<file path="config.mk">
export PLATFORM = sky130hd
export DESIGN_NAME = chop_and_current_detect_config
export DESIGN_NICKNAME = d
export VERILOG_FILES = /design/src/chop_detect_pkg.sv /design/src/chop_settle_timer.sv /design/src/exceed_counter.sv /design/src/chop_and_current_detect_config.sv
export VERILOG_INCLUDE_DIRS = /design/src
export SDC_FILE = /design/constraint.sdc
export NUM_CORES = 1
export LEC_CHECK = 0
export ABC_AREA = 0
export BUFFER_PORTS_ARGS = -buffer_cell sky130_fd_sc_hd__buf_2
export CAP_MARGIN = 20
export CORE_UTILIZATION = 30
export DETAILED_ROUTE_END_ITERATION = 8
export REMOVE_ABC_BUFFERS = 1
export SYNTH_ARGS = -nofsm -noshare
export SYNTH_HDL_FRONTEND = slang
export SYNTH_SLANG_ARGS = --single-unit
export TNS_END_PERCENT = 50
</file>
<file path="constraint.sdc">
create_clock -name clock -period 11.4 [get_ports clock]
set_input_delay 0 -clock clock [delete_from_list [all_inputs] [get_ports clock]]
set_output_delay 0 -clock clock [all_outputs]
set_load 0.03 [all_outputs]
</file>
<file path="src/chop_detect_regs.svh">
`ifndef CHOP_DETECT_REGS_SVH
`define CHOP_DETECT_REGS_SVH

// ----------------------------------------
// Register indices (byte address = 4 * index)
// ----------------------------------------
`define IDX_CHOP_DETECT_CONFIG   6'h06
`define IDX_THRESHOLD_UPPER      6'h07
`define IDX_THRESHOLD_LOWER      6'h08
`define IDX_EVENT_STATUS         6'h10
`define IDX_EVENT_MASK           6'h11
`define IDX_LIVE_STATUS          6'h12
`define AXI_ADDR_WIDTH           8

// ----------------------------------------
// Field positions and widths
// ----------------------------------------
`define CFG_CHOP_DELAY_LSB       9
`define CFG_CHOP_DELAY_MSB       12
`define CFG_CHOP_ENABLE_BIT      8
`define CFG_ALL_CHANNELS_BIT     7
`define CFG_EXCEED_LSB           4
`define CFG_EXCEED_MSB           6
`define CFG_WINDOW_LSB           1
`define CFG_WINDOW_MSB           3
`define CFG_DETECT_ENABLE_BIT    0
`define CFG_WRITE_MASK           16'h1fff
`define LOWER_THRESHOLD_MASK     16'hff00
`define EVT_DETECT_BIT           0
`define EVT_SETTLED_BIT          1
`define EVT_MASK                 16'h0003
`define CHANNELS                 4

// ----------------------------------------
// Reset values
// ----------------------------------------
`define RST_CHOP_DETECT_CONFIG   16'h0600
`define RST_THRESHOLD_UPPER      16'h0000
`define RST_THRESHOLD_LOWER      16'h0000

// ----------------------------------------
// Window lengths in conversion periods
// ----------------------------------------
`define WIN_LEN_0                12'h080
`define WIN_LEN_1                12'h100
`define WIN_LEN_2                12'h200
`define WIN_LEN_3                12'h300
`define WIN_LEN_4                12'h500
`define WIN_LEN_5                12'h700
`define WIN_LEN_6                12'ha00
`define WIN_LEN_7                12'he00

`define AXI_RESP_OKAY            2'b00
`define AXI_RESP_SLVERR          2'b10

`endif

</file>
<file path="src/chop_detect_pkg.sv">
`default_nettype none
`include "chop_detect_regs.svh"

package chop_detect_pkg;

	typedef logic [15:0] reg16_t;
	typedef logic [23:0] sample_t;
	typedef logic [5:0]  reg_index_t;

	// Settling delay of 2^(code+1) modulator periods
	function automatic logic [16:0] chop_periods(input logic [3:0] code);
		chop_periods = 17'h0_0001 << ({1'b0, code} + 5'h01);
	endfunction : chop_periods

	// Exceedances needed: 2^code
	function automatic logic [7:0] exceed_needed(input logic [2:0] code);
		exceed_needed = 8'h01 << code;
	endfunction : exceed_needed

	function automatic logic [11:0] window_periods(input logic [2:0] code);
		case (code)
			3'h0:    window_periods = `WIN_LEN_0;
			3'h1:    window_periods = `WIN_LEN_1;
			3'h2:    window_periods = `WIN_LEN_2;
			3'h3:    window_periods = `WIN_LEN_3;
			3'h4:    window_periods = `WIN_LEN_4;
			3'h5:    window_periods = `WIN_LEN_5;
			3'h6:    window_periods = `WIN_LEN_6;
			default: window_periods = `WIN_LEN_7;
		endcase
	endfunction : window_periods

	// Byte-lane merge of a 16-bit register
	function automatic reg16_t apply_strobe(input reg16_t old, input reg16_t wr,
						input logic [1:0] strb);
		apply_strobe = {strb[1] ? wr[15:8] : old[15:8], strb[0] ? wr[7:0] : old[7:0]};
	endfunction : apply_strobe

endpackage : chop_detect_pkg

`default_nettype wire

</file>
<file path="src/chop_settle_timer.sv">
`timescale 1ns/100ps
`default_nettype none

module chop_settle_timer (
	input  wire logic       clock,
	input  wire logic       nrst,
	input  wire logic       chop_enable,
	input  wire logic [3:0] chop_settle_delay,
	input  wire logic       chop_phase_start,
	input  wire logic       mod_tick,
	output logic            settled,
	output logic            settle_done
);
	import chop_detect_pkg::*;

	logic [16:0] remaining;

	always_ff @(posedge clock or negedge nrst) begin
		if (!nrst) begin
			remaining   <= 17'h0_0000;
			settled     <= 1'b1;
			settle_done <= 1'b0;
		end else if (!chop_enable) begin
			// Setting kept in the register, no delay applied
			remaining   <= 17'h0_0000;
			settled     <= 1'b1;
			settle_done <= 1'b0;
		end else if (chop_phase_start) begin
			remaining   <= chop_periods(chop_settle_delay);
			settled     <= 1'b0;
			settle_done <= 1'b0;
		end else if (mod_tick && remaining != 17'h0_0000) begin
			remaining   <= remaining - 17'h0_0001;
			settled     <= (remaining == 17'h0_0001);
			settle_done <= (remaining == 17'h0_0001);
		end else begin
			settle_done <= 1'b0;
		end
	end

endmodule : chop_settle_timer

`default_nettype wire

</file>
<file path="src/exceed_counter.sv">
`timescale 1ns/100ps
`default_nettype none

module exceed_counter (
	input  wire logic        clock,
	input  wire logic        nrst,
	input  wire logic        clear,
	input  wire logic        sample_valid,
	input  wire logic [23:0] sample,
	input  wire logic [23:0] threshold,
	input  wire logic [7:0]  needed,
	output logic             reached
);
	import chop_detect_pkg::*;

	logic [7:0]  count;
	logic [7:0]  base;
	logic [7:0]  next_count;
	sample_t     magnitude;
	logic        exceeds;

	// Two's complement magnitude; full-scale negative maps to 2^23 unsigned
	assign magnitude  = sample[23] ? (~sample + 24'h00_0001) : sample;
	assign exceeds    = sample_valid && (magnitude > threshold);
	assign base       = clear ? 8'h00 : count;
	// Saturate so 128 needed exceedances stays reachable
	assign next_count = (exceeds && base != 8'hff) ? base + 8'h01 : base;

	always_ff @(posedge clock or negedge nrst) begin
		if (!nrst) begin
			count   <= 8'h00;
			reached <= 1'b0;
		end else begin
			count   <= next_count;
			reached <= (next_count >= needed);
		end
	end

endmodule : exceed_counter

`default_nettype wire

</file>
<file path="src/chop_and_current_detect_config.sv">
// Notes on behaviour
// - With chopping on, measurement waits 2^(setting+1) modulator periods, 2 up to 65536.
// - The chop delay field resets to code 3, meaning 16 modulator periods.
// - The channel select bit picks any-channel triggering when 0 and all-channel when 1.
// - Detection needs 2^code threshold exceedances, 1 at reset up to 128.
// - The measurement window lasts 128 to 3584 conversion periods by code, 128 at reset.
// - Current detection runs only while bit 0 of the config is set, and that bit resets to 0.
// - A 16-bit read/write register holds the upper threshold bits and resets to zero.
// - The lower 8 threshold bits sit in bits 15:8 of the next register, read/write, reset 0.
//
// The implementer's own choice: the AXI4-Lite slave port.
`timescale 1ns/100ps
`default_nettype none
`include "chop_detect_regs.svh"

module chop_and_current_detect_config (
	input  wire logic                          clock,
	input  wire logic                          nrst,
	// AXI4-Lite write address
	input  wire logic [`AXI_ADDR_WIDTH-1:0]    s_axi_awaddr,
	input  wire logic                          s_axi_awvalid,
	output logic                               s_axi_awready,
	// AXI4-Lite write data
	input  wire logic [31:0]                   s_axi_wdata,
	input  wire logic [3:0]                    s_axi_wstrb,
	input  wire logic                          s_axi_wvalid,
	output logic                               s_axi_wready,
	// AXI4-Lite write response
	output logic [1:0]                         s_axi_bresp,
	output logic                               s_axi_bvalid,
	input  wire logic                          s_axi_bready,
	// AXI4-Lite read address
	input  wire logic [`AXI_ADDR_WIDTH-1:0]    s_axi_araddr,
	input  wire logic                          s_axi_arvalid,
	output logic                               s_axi_arready,
	// AXI4-Lite read data
	output logic [31:0]                        s_axi_rdata,
	output logic [1:0]                         s_axi_rresp,
	output logic                               s_axi_rvalid,
	input  wire logic                          s_axi_rready,
	// Converter side
	input  wire logic                          mod_tick,
	input  wire logic                          chop_phase_start,
	input  wire logic                          conv_valid,
	input  wire logic [`CHANNELS-1:0][23:0]    ch_sample,
	output logic                               measure_enable,
	output logic                               detect_event,
	output logic                               irq
);
	import chop_detect_pkg::*;

	// ----------------------------------------
	// Register state
	// ----------------------------------------
	reg16_t      chop_detect_config;
	reg16_t      detect_threshold_upper;
	reg16_t      threshold_lower_reg;
	reg16_t      event_status;
	reg16_t      event_mask;

	logic [3:0]  chop_settle_delay;
	logic        chop_enable;
	logic        detect_all_channels;
	logic [2:0]  detect_exceed_count;
	logic [2:0]  detect_window_length;
	logic        detect_mode_enable;
	logic [7:0]  detect_threshold_low;
	sample_t     threshold;

	assign chop_settle_delay    = chop_detect_config[`CFG_CHOP_DELAY_MSB:`CFG_CHOP_DELAY_LSB];
	assign chop_enable          = chop_detect_config[`CFG_CHOP_ENABLE_BIT];
	assign detect_all_channels  = chop_detect_config[`CFG_ALL_CHANNELS_BIT];
	assign detect_exceed_count  = chop_detect_config[`CFG_EXCEED_MSB:`CFG_EXCEED_LSB];
	assign detect_window_length = chop_detect_config[`CFG_WINDOW_MSB:`CFG_WINDOW_LSB];
	assign detect_mode_enable   = chop_detect_config[`CFG_DETECT_ENABLE_BIT];
	assign detect_threshold_low = threshold_lower_reg[15:8];
	assign threshold            = {detect_threshold_upper, detect_threshold_low};

	// ----------------------------------------
	// AXI4-Lite handshakes
	// ----------------------------------------
	logic                       aw_take;
	logic                       w_take;
	logic                       ar_take;
	logic                       aw_held;
	logic                       w_held;
	logic                       do_write;
	logic                       next_aw_held;
	logic                       next_w_held;
	reg_index_t                 wr_index;
	reg16_t                     wr_data;
	logic [1:0]                 wr_strb;
	reg_index_t                 rd_index;

	assign aw_take      = s_axi_awvalid && s_axi_awready;
	assign w_take       = s_axi_wvalid && s_axi_wready;
	assign ar_take      = s_axi_arvalid && s_axi_arready;
	assign do_write     = aw_held && w_held && !s_axi_bvalid;
	assign next_aw_held = do_write ? 1'b0 : (aw_held || aw_take);
	assign next_w_held  = do_write ? 1'b0 : (w_held || w_take);
	assign rd_index     = s_axi_araddr[`AXI_ADDR_WIDTH-1:2];

	always_ff @(posedge clock or negedge nrst) begin
		if (!nrst) begin
			aw_held       <= 1'b0;
			s_axi_awready <= 1'b0;
			wr_index      <= 6'h00;
		end else begin
			aw_held       <= next_aw_held;
			s_axi_awready <= !next_aw_held;
			if (aw_take) begin
				wr_index <= s_axi_awaddr[`AXI_ADDR_WIDTH-1:2];
			end
		end
	end

	always_ff @(posedge clock or negedge nrst) begin
		if (!nrst) begin
			w_held       <= 1'b0;
			s_axi_wready <= 1'b0;
			wr_data      <= 16'h0000;
			wr_strb      <= 2'b00;
		end else begin
			w_held       <= next_w_held;
			s_axi_wready <= !next_w_held;
			if (w_take) begin
				wr_data <= s_axi_wdata[15:0];
				wr_strb <= s_axi_wstrb[1:0];
			end
		end
	end

	function automatic logic index_mapped(input reg_index_t idx);
		index_mapped = (idx == `IDX_CHOP_DETECT_CONFIG) || (idx == `IDX_THRESHOLD_UPPER) ||
			       (idx == `IDX_THRESHOLD_LOWER) || (idx == `IDX_EVENT_STATUS) ||
			       (idx == `IDX_EVENT_MASK) || (idx == `IDX_LIVE_STATUS);
	endfunction : index_mapped

	always_ff @(posedge clock or negedge nrst) begin
		if (!nrst) begin
			s_axi_bvalid <= 1'b0;
			s_axi_bresp  <= `AXI_RESP_OKAY;
		end else if (do_write) begin
			s_axi_bvalid <= 1'b1;
			s_axi_bresp  <= index_mapped(wr_index) ? `AXI_RESP_OKAY : `AXI_RESP_SLVERR;
		end else if (s_axi_bready) begin
			s_axi_bvalid <= 1'b0;
		end
	end

	// ----------------------------------------
	// Configuration registers
	// ----------------------------------------
	logic wr_config;
	logic wr_upper;
	logic wr_lower;
	logic wr_status;
	logic wr_mask;

	assign wr_config = do_write && wr_index == `IDX_CHOP_DETECT_CONFIG;
	assign wr_upper  = do_write && wr_index == `IDX_THRESHOLD_UPPER;
	assign wr_lower  = do_write && wr_index == `IDX_THRESHOLD_LOWER;
	assign wr_status = do_write && wr_index == `IDX_EVENT_STATUS;
	assign wr_mask   = do_write && wr_index == `IDX_EVENT_MASK;

	always_ff @(posedge clock or negedge nrst) begin
		if (!nrst) begin
			chop_detect_config <= `RST_CHOP_DETECT_CONFIG;
		end else if (wr_config) begin
			// Top reserved bits forced low in case software slips
			chop_detect_config <= apply_strobe(chop_detect_config, wr_data, wr_strb)
					      & `CFG_WRITE_MASK;
		end
	end

	always_ff @(posedge clock or negedge nrst) begin
		if (!nrst) begin
			detect_threshold_upper <= `RST_THRESHOLD_UPPER;
		end else if (wr_upper) begin
			detect_threshold_upper <= apply_strobe(detect_threshold_upper, wr_data, wr_strb);
		end
	end

	always_ff @(posedge clock or negedge nrst) begin
		if (!nrst) begin
			threshold_lower_reg <= `RST_THRESHOLD_LOWER;
		end else if (wr_lower) begin
			threshold_lower_reg <= apply_strobe(threshold_lower_reg, wr_data, wr_strb)
					       & `LOWER_THRESHOLD_MASK;
		end
	end

	always_ff @(posedge clock or negedge nrst) begin
		if (!nrst) begin
			event_mask <= 16'h0000;
		end else if (wr_mask) begin
			event_mask <= apply_strobe(event_mask, wr_data, wr_strb) & `EVT_MASK;
		end
	end

	// ----------------------------------------
	// Chop settling
	// ----------------------------------------
	logic settle_done;

	chop_settle_timer settle_timer (
		.clock             (clock),
		.nrst              (nrst),
		.chop_enable       (chop_enable),
		.chop_settle_delay (chop_settle_delay),
		.chop_phase_start  (chop_phase_start),
		.mod_tick          (mod_tick),
		.settled           (measure_enable),
		.settle_done       (settle_done)
	);

	// ----------------------------------------
	// Current detection window
	// ----------------------------------------
	logic                   window_active;
	logic [11:0]            window_count;
	logic                   window_restart;
	logic                   fired;
	logic                   counters_clear;
	logic                   sample_in;
	logic [`CHANNELS-1:0]   reached;
	logic                   condition_met;

	// Samples arriving during chop settling are not counted
	assign window_active  = detect_mode_enable && measure_enable;
	assign sample_in      = window_active && conv_valid;
	assign counters_clear = window_restart || !window_active;
	assign condition_met  = detect_all_channels ? &reached : |reached;

	always_ff @(posedge clock or negedge nrst) begin
		if (!nrst) begin
			window_count   <= 12'h000;
			window_restart <= 1'b0;
		end else if (!window_active) begin
			window_count   <= 12'h000;
			window_restart <= 1'b0;
		end else if (conv_valid) begin
			// Last conversion of the window rolls the count over
			if (window_count + 12'h001 >= window_periods(detect_window_length)) begin
				window_count   <= 12'h000;
				window_restart <= 1'b1;
			end else begin
				window_count   <= window_count + 12'h001;
				window_restart <= 1'b0;
			end
		end else begin
			window_restart <= 1'b0;
		end
	end

	genvar ch;
	generate
		for (ch = 0; ch < `CHANNELS; ch++) begin : g_channel
			exceed_counter counter (
				.clock        (clock),
				.nrst         (nrst),
				.clear        (counters_clear),
				.sample_valid (sample_in),
				.sample       (ch_sample[ch]),
				.threshold    (threshold),
				.needed       (exceed_needed(detect_exceed_count)),
				.reached      (reached[ch])
			);
		end
	endgenerate

	// One detection per window at most
	always_ff @(posedge clock or negedge nrst) begin
		if (!nrst) begin
			fired        <= 1'b0;
			detect_event <= 1'b0;
		end else if (counters_clear) begin
			fired        <= 1'b0;
			detect_event <= 1'b0;
		end else begin
			fired        <= fired || condition_met;
			detect_event <= condition_met && !fired;
		end
	end

	// ----------------------------------------
	// Events and interrupt
	// ----------------------------------------
	reg16_t event_set;
	reg16_t event_clear;

	always_comb begin
		event_set                   = 16'h0000;
		event_set[`EVT_DETECT_BIT]  = detect_event;
		event_set[`EVT_SETTLED_BIT] = settle_done;
		event_clear                 = wr_status ? (wr_data & {{8{wr_strb[1]}}, {8{wr_strb[0]}}})
						    : 16'h0000;
	end

	always_ff @(posedge clock or negedge nrst) begin
		if (!nrst) begin
			event_status <= 16'h0000;
		end else begin
			// A new event outweighs a clear in the same cycle
			event_status <= (event_set | (event_status & ~event_clear)) & `EVT_MASK;
		end
	end

	always_ff @(posedge clock or negedge nrst) begin
		if (!nrst) begin
			irq <= 1'b0;
		end else begin
			irq <= |(event_status & event_mask);
		end
	end

	// ----------------------------------------
	// Read path
	// ----------------------------------------
	reg16_t live_status;

	assign live_status = {window_count, 1'b0, fired, window_active, measure_enable};

	function automatic reg16_t read_value(input reg_index_t idx);
		case (idx)
			`IDX_CHOP_DETECT_CONFIG: read_value = chop_detect_config;
			`IDX_THRESHOLD_UPPER:    read_value = detect_threshold_upper;
			`IDX_THRESHOLD_LOWER:    read_value = threshold_lower_reg;
			`IDX_EVENT_STATUS:       read_value = event_status;
			`IDX_EVENT_MASK:         read_value = event_mask;
			`IDX_LIVE_STATUS:        read_value = live_status;
			default:                 read_value = 16'h0000;
		endcase
	endfunction : read_value

	always_ff @(posedge clock or negedge nrst) begin
		if (!nrst) begin
			s_axi_arready <= 1'b0;
		end else if (ar_take) begin
			s_axi_arready <= 1'b0;
		end else if (!s_axi_rvalid || s_axi_rready) begin
			s_axi_arready <= 1'b1;
		end
	end

	always_ff @(posedge clock or negedge nrst) begin
		if (!nrst) begin
			s_axi_rvalid <= 1'b0;
			s_axi_rdata  <= 32'h0000_0000;
			s_axi_rresp  <= `AXI_RESP_OKAY;
		end else if (ar_take) begin
			s_axi_rvalid <= 1'b1;
			s_axi_rdata  <= {16'h0000, read_value(rd_index)};
			s_axi_rresp  <= index_mapped(rd_index) ? `AXI_RESP_OKAY : `AXI_RESP_SLVERR;
		end else if (s_axi_rready) begin
			s_axi_rvalid <= 1'b0;
		end
	end

endmodule : chop_and_current_detect_config

`default_nettype wire

</file>
==> results.ini <==
[timing]
finalHoldViolations=0
rsz0062_at_grt=false
clock.fmax_mhz=186
layout_min_cycle_time_ps=5380
setup_viol=0
skew_ps=15.5
final.period_utilization=0.472
slew_viol_final=0
worst_pin_slew_ps=939
slew_headroom=0.369
setup_tns_ps=0

[drt]
drt-vias-per-instance=5.25
dr.pass1.iters=5
drtIter0Drc=661
wirelength_microns=35500
drc=0
ant_nets=0
wl_per_cell_microns=17.1
num_vias=10884

[critical_path]
path_buf_inv=1
cp-end-kind=register
startpoint_type=input port
r2r-start=threshold_lower_reg[11]$_DFFE_PN0P_
path_delay_family=simple AND/OR/NAND/NOR gates
crit_path_max_fanout=11
worstPathArrival_ps=5700
crit_top_cell=or4_1
critPathRequiredTime_ps=11720
critPathMaxStageDelay_ps=590
slowest_stage=or4_1
cp-startpoint=ch_sample[78]
worstSetupPathType=in -> reg
worstPathCellList=buf_2 -> or4_1 -> or4_1 -> or4_1 -> or2_2 -> o31ai_1 -> xnor2_1 -> ha_1 -> nand4_1 -> nor4_1 -> o31ai_1 -> and3_1 -> nor2_1 -> mux2_2 -> ha_1 -> a21oi_1 -> nor2b_1 -> o21ai_0 -> a21oi_1 -> o211ai_1 -> nand2_1

[grt]
grt_use_total=0.167
grt_pass1_wl_microns=54600
overflow=0
grt_pass1_vias=10275
grt_max_degree=97
antenna_found_initial=8

[final_layout]
nets=1825
final_layout_size_suffix_gt1_frac=0.193
fin_area_sq_um=14700
largestRegisters=g_channel.counter.count x32, settle_timer.remaining x17
finish.utilization=0.359
instances_no_fill=2072
seq_area_sq_um=4030
top_register=g_channel.counter.count
multi_input_area_sq_um=7970
largest_reg_flops=32
areaGrowthSynthToFinish_pct=18.0
fillCellCount=4134

[outcome]
outcome=completed

[min_path]
hold_start=s_axi_arvalid
hold_path_class=in -> reg

[die]
core_area_sq_um=40800
die_w_microns=205
initial_core_util=0.304
io_pins=202
die_area_sq_um=42200
core.rowCount=74
dieHeight_microns=205

[synth]
synthCells=1344
synth_seq_cells=161
synth.avg_cell_area_sq_um=9.24
synth_cell_types=66
synthFlopType=dfrtp_1
syn-cell-area_sq_um=12400
ys_warn_count=0
synth_edf_count=0
yosysSeqAreaShare=0.325
synthArstFlopShare=1.00

[cts]
cts_tree=done
clkTransAtPathRegs_ps=70
ctsHtreeMaxLevel=4
ctsLongestPathBuffers=2
clock_sinks=161
cts_buffers=17
clock_latency_ps=450
cts_repair_resize_count=0
clk_root_buffer_cell=clkbuf_16

[placed_design]
dp.cells=2004
portBuffers=161
gp_congestion=0.886
dpl_cell_area_sq_um=13700
hpwl_microns=28200

[power_and_ir_drop]
pwr_density_cell_nw_per_um2=150
peakVddDrop_mv=0.108
leakage_uw=0.00632

[flow_run]
cap_violations=0

==> final timing paths <==
kind,to,slack (ps),depth (start not counted)
worst min-delay path,s_axi_rvalid$_DFFE_PN0P_,20,4
max in group asynchronous,g_channel[0].counter.count[3]$_DFF_PN0_,9790,3
min in group asynchronous,w_held$_DFF_PN0_,190,2
worst min register to register,detect_event$_DFF_PN0_,460,1
worst max register to register,g_channel[0].counter.reached$_DFF_PN0_,7450,16
worst max-delay path,g_channel[3].counter.reached$_DFF_PN0_,6020,21
==> through the flow <==
stage / setup WS, ps / total power, uW / hold slack (ps)
5_1_grt: 5700 / 2350 / 51.7
2_1_floorplan: 6280 / 1340 / -296
4_1_cts: 6070 / 2210 / 8.13
6_report: 6020 / 2190 / 22.4
3_3_place_gp: 5680 / 1590 / 152
3_5_place_dp: 5620 / 1620 / 153
==> area by class of cell <==
cell class              count  share of cell area
well taps                 532              0.0454
diodes                      5            0.000854
inverters                  58              0.0149
flip-flops and latches    161               0.275
multi-input cells        1086               0.544
repair buffers            198              0.0801
clock inverters            15              0.0111
clock buffers              17              0.0290
==> worst reg2reg max path, cell delays in order, from the launching register on <==
cell and delay (ps):
dfrtp_1 370, inv_1 160, ha_1 340, nand3_1 100, o221a_2 280, o31a_1 300
o211ai_1 530, nand3b_1 350, xnor2_1 320, ha_1 270, nand2b_1 150, a21oi_1 150
nor2b_1 50, o21ai_0 150, a21oi_1 90, o211ai_1 160, nand2_1 70
==> report_power, final <==
group	switching (uW)	internal, uW
Sequential	113	677
Combinational	476	357
Clock	276	294
==> synthesized netlist by cell type, drive strengths merged (26+ instances only) <==
cell      n  area, sq um
a21oi    69          345
clkbuf   36          135
dfrtp   158         3950
ha      145         1810
inv      58          218
mux2     67          754
nand2   115          432
nand3    42          210
nand4    28          175
nor2     66          248
o21ai    96          480
o31ai    27          203
or4      26          210
xnor2   103          902
==> routing by layer <==
layer | part of all wire | track usage | vias to the layer above
met1 | 0.46 | 0.216 | 5279
met4 | 0.023 | 0.0582 | 6
met3 | 0.044 | 0.0336 | 50
li1 | - | - | 5332
met2 | 0.47 | 0.276 | 217
met5 | 0.0010 | 0 | -
==> layout by cell type (no fill, tap or decap), drive strengths merged, types with 18 or more instances in the layout <==
| cell | n |
|---|---|
| a21oi | 69 |
| buf | 169 |
| conb | 18 |
| dfrtp | 158 |
| dlygate4sd3 | 29 |
| ha | 145 |
| inv | 66 |
| mux2 | 67 |
| nand2 | 115 |
| nand2b | 21 |
| nand3 | 42 |
| nand4 | 28 |
| nor2 | 66 |
| nor3 | 24 |
| o21ai | 96 |
| o31ai | 27 |
| or3 | 21 |
| or4 | 26 |
| xnor2 | 103 |
==> repair_timing <==
action / 4_1_cts / 5_1_grt
setup buffers: 0 / 0
hold endpoints to repair: 121 / 0
hold buffers: 29 / 0
==> kinds of logic after synthesis <==
kind of cell,count (synthesis),share of synthesized area
buf+inv,114,0.0399
flops,161,0.325
compound gates,314,0.164
simple gates,424,0.181
mux,71,0.0640
fa+ha+maj,145,0.146
xor+xnor,114,0.0804
other cells,1,0.000302
Power figures use the tool's default switching activity.
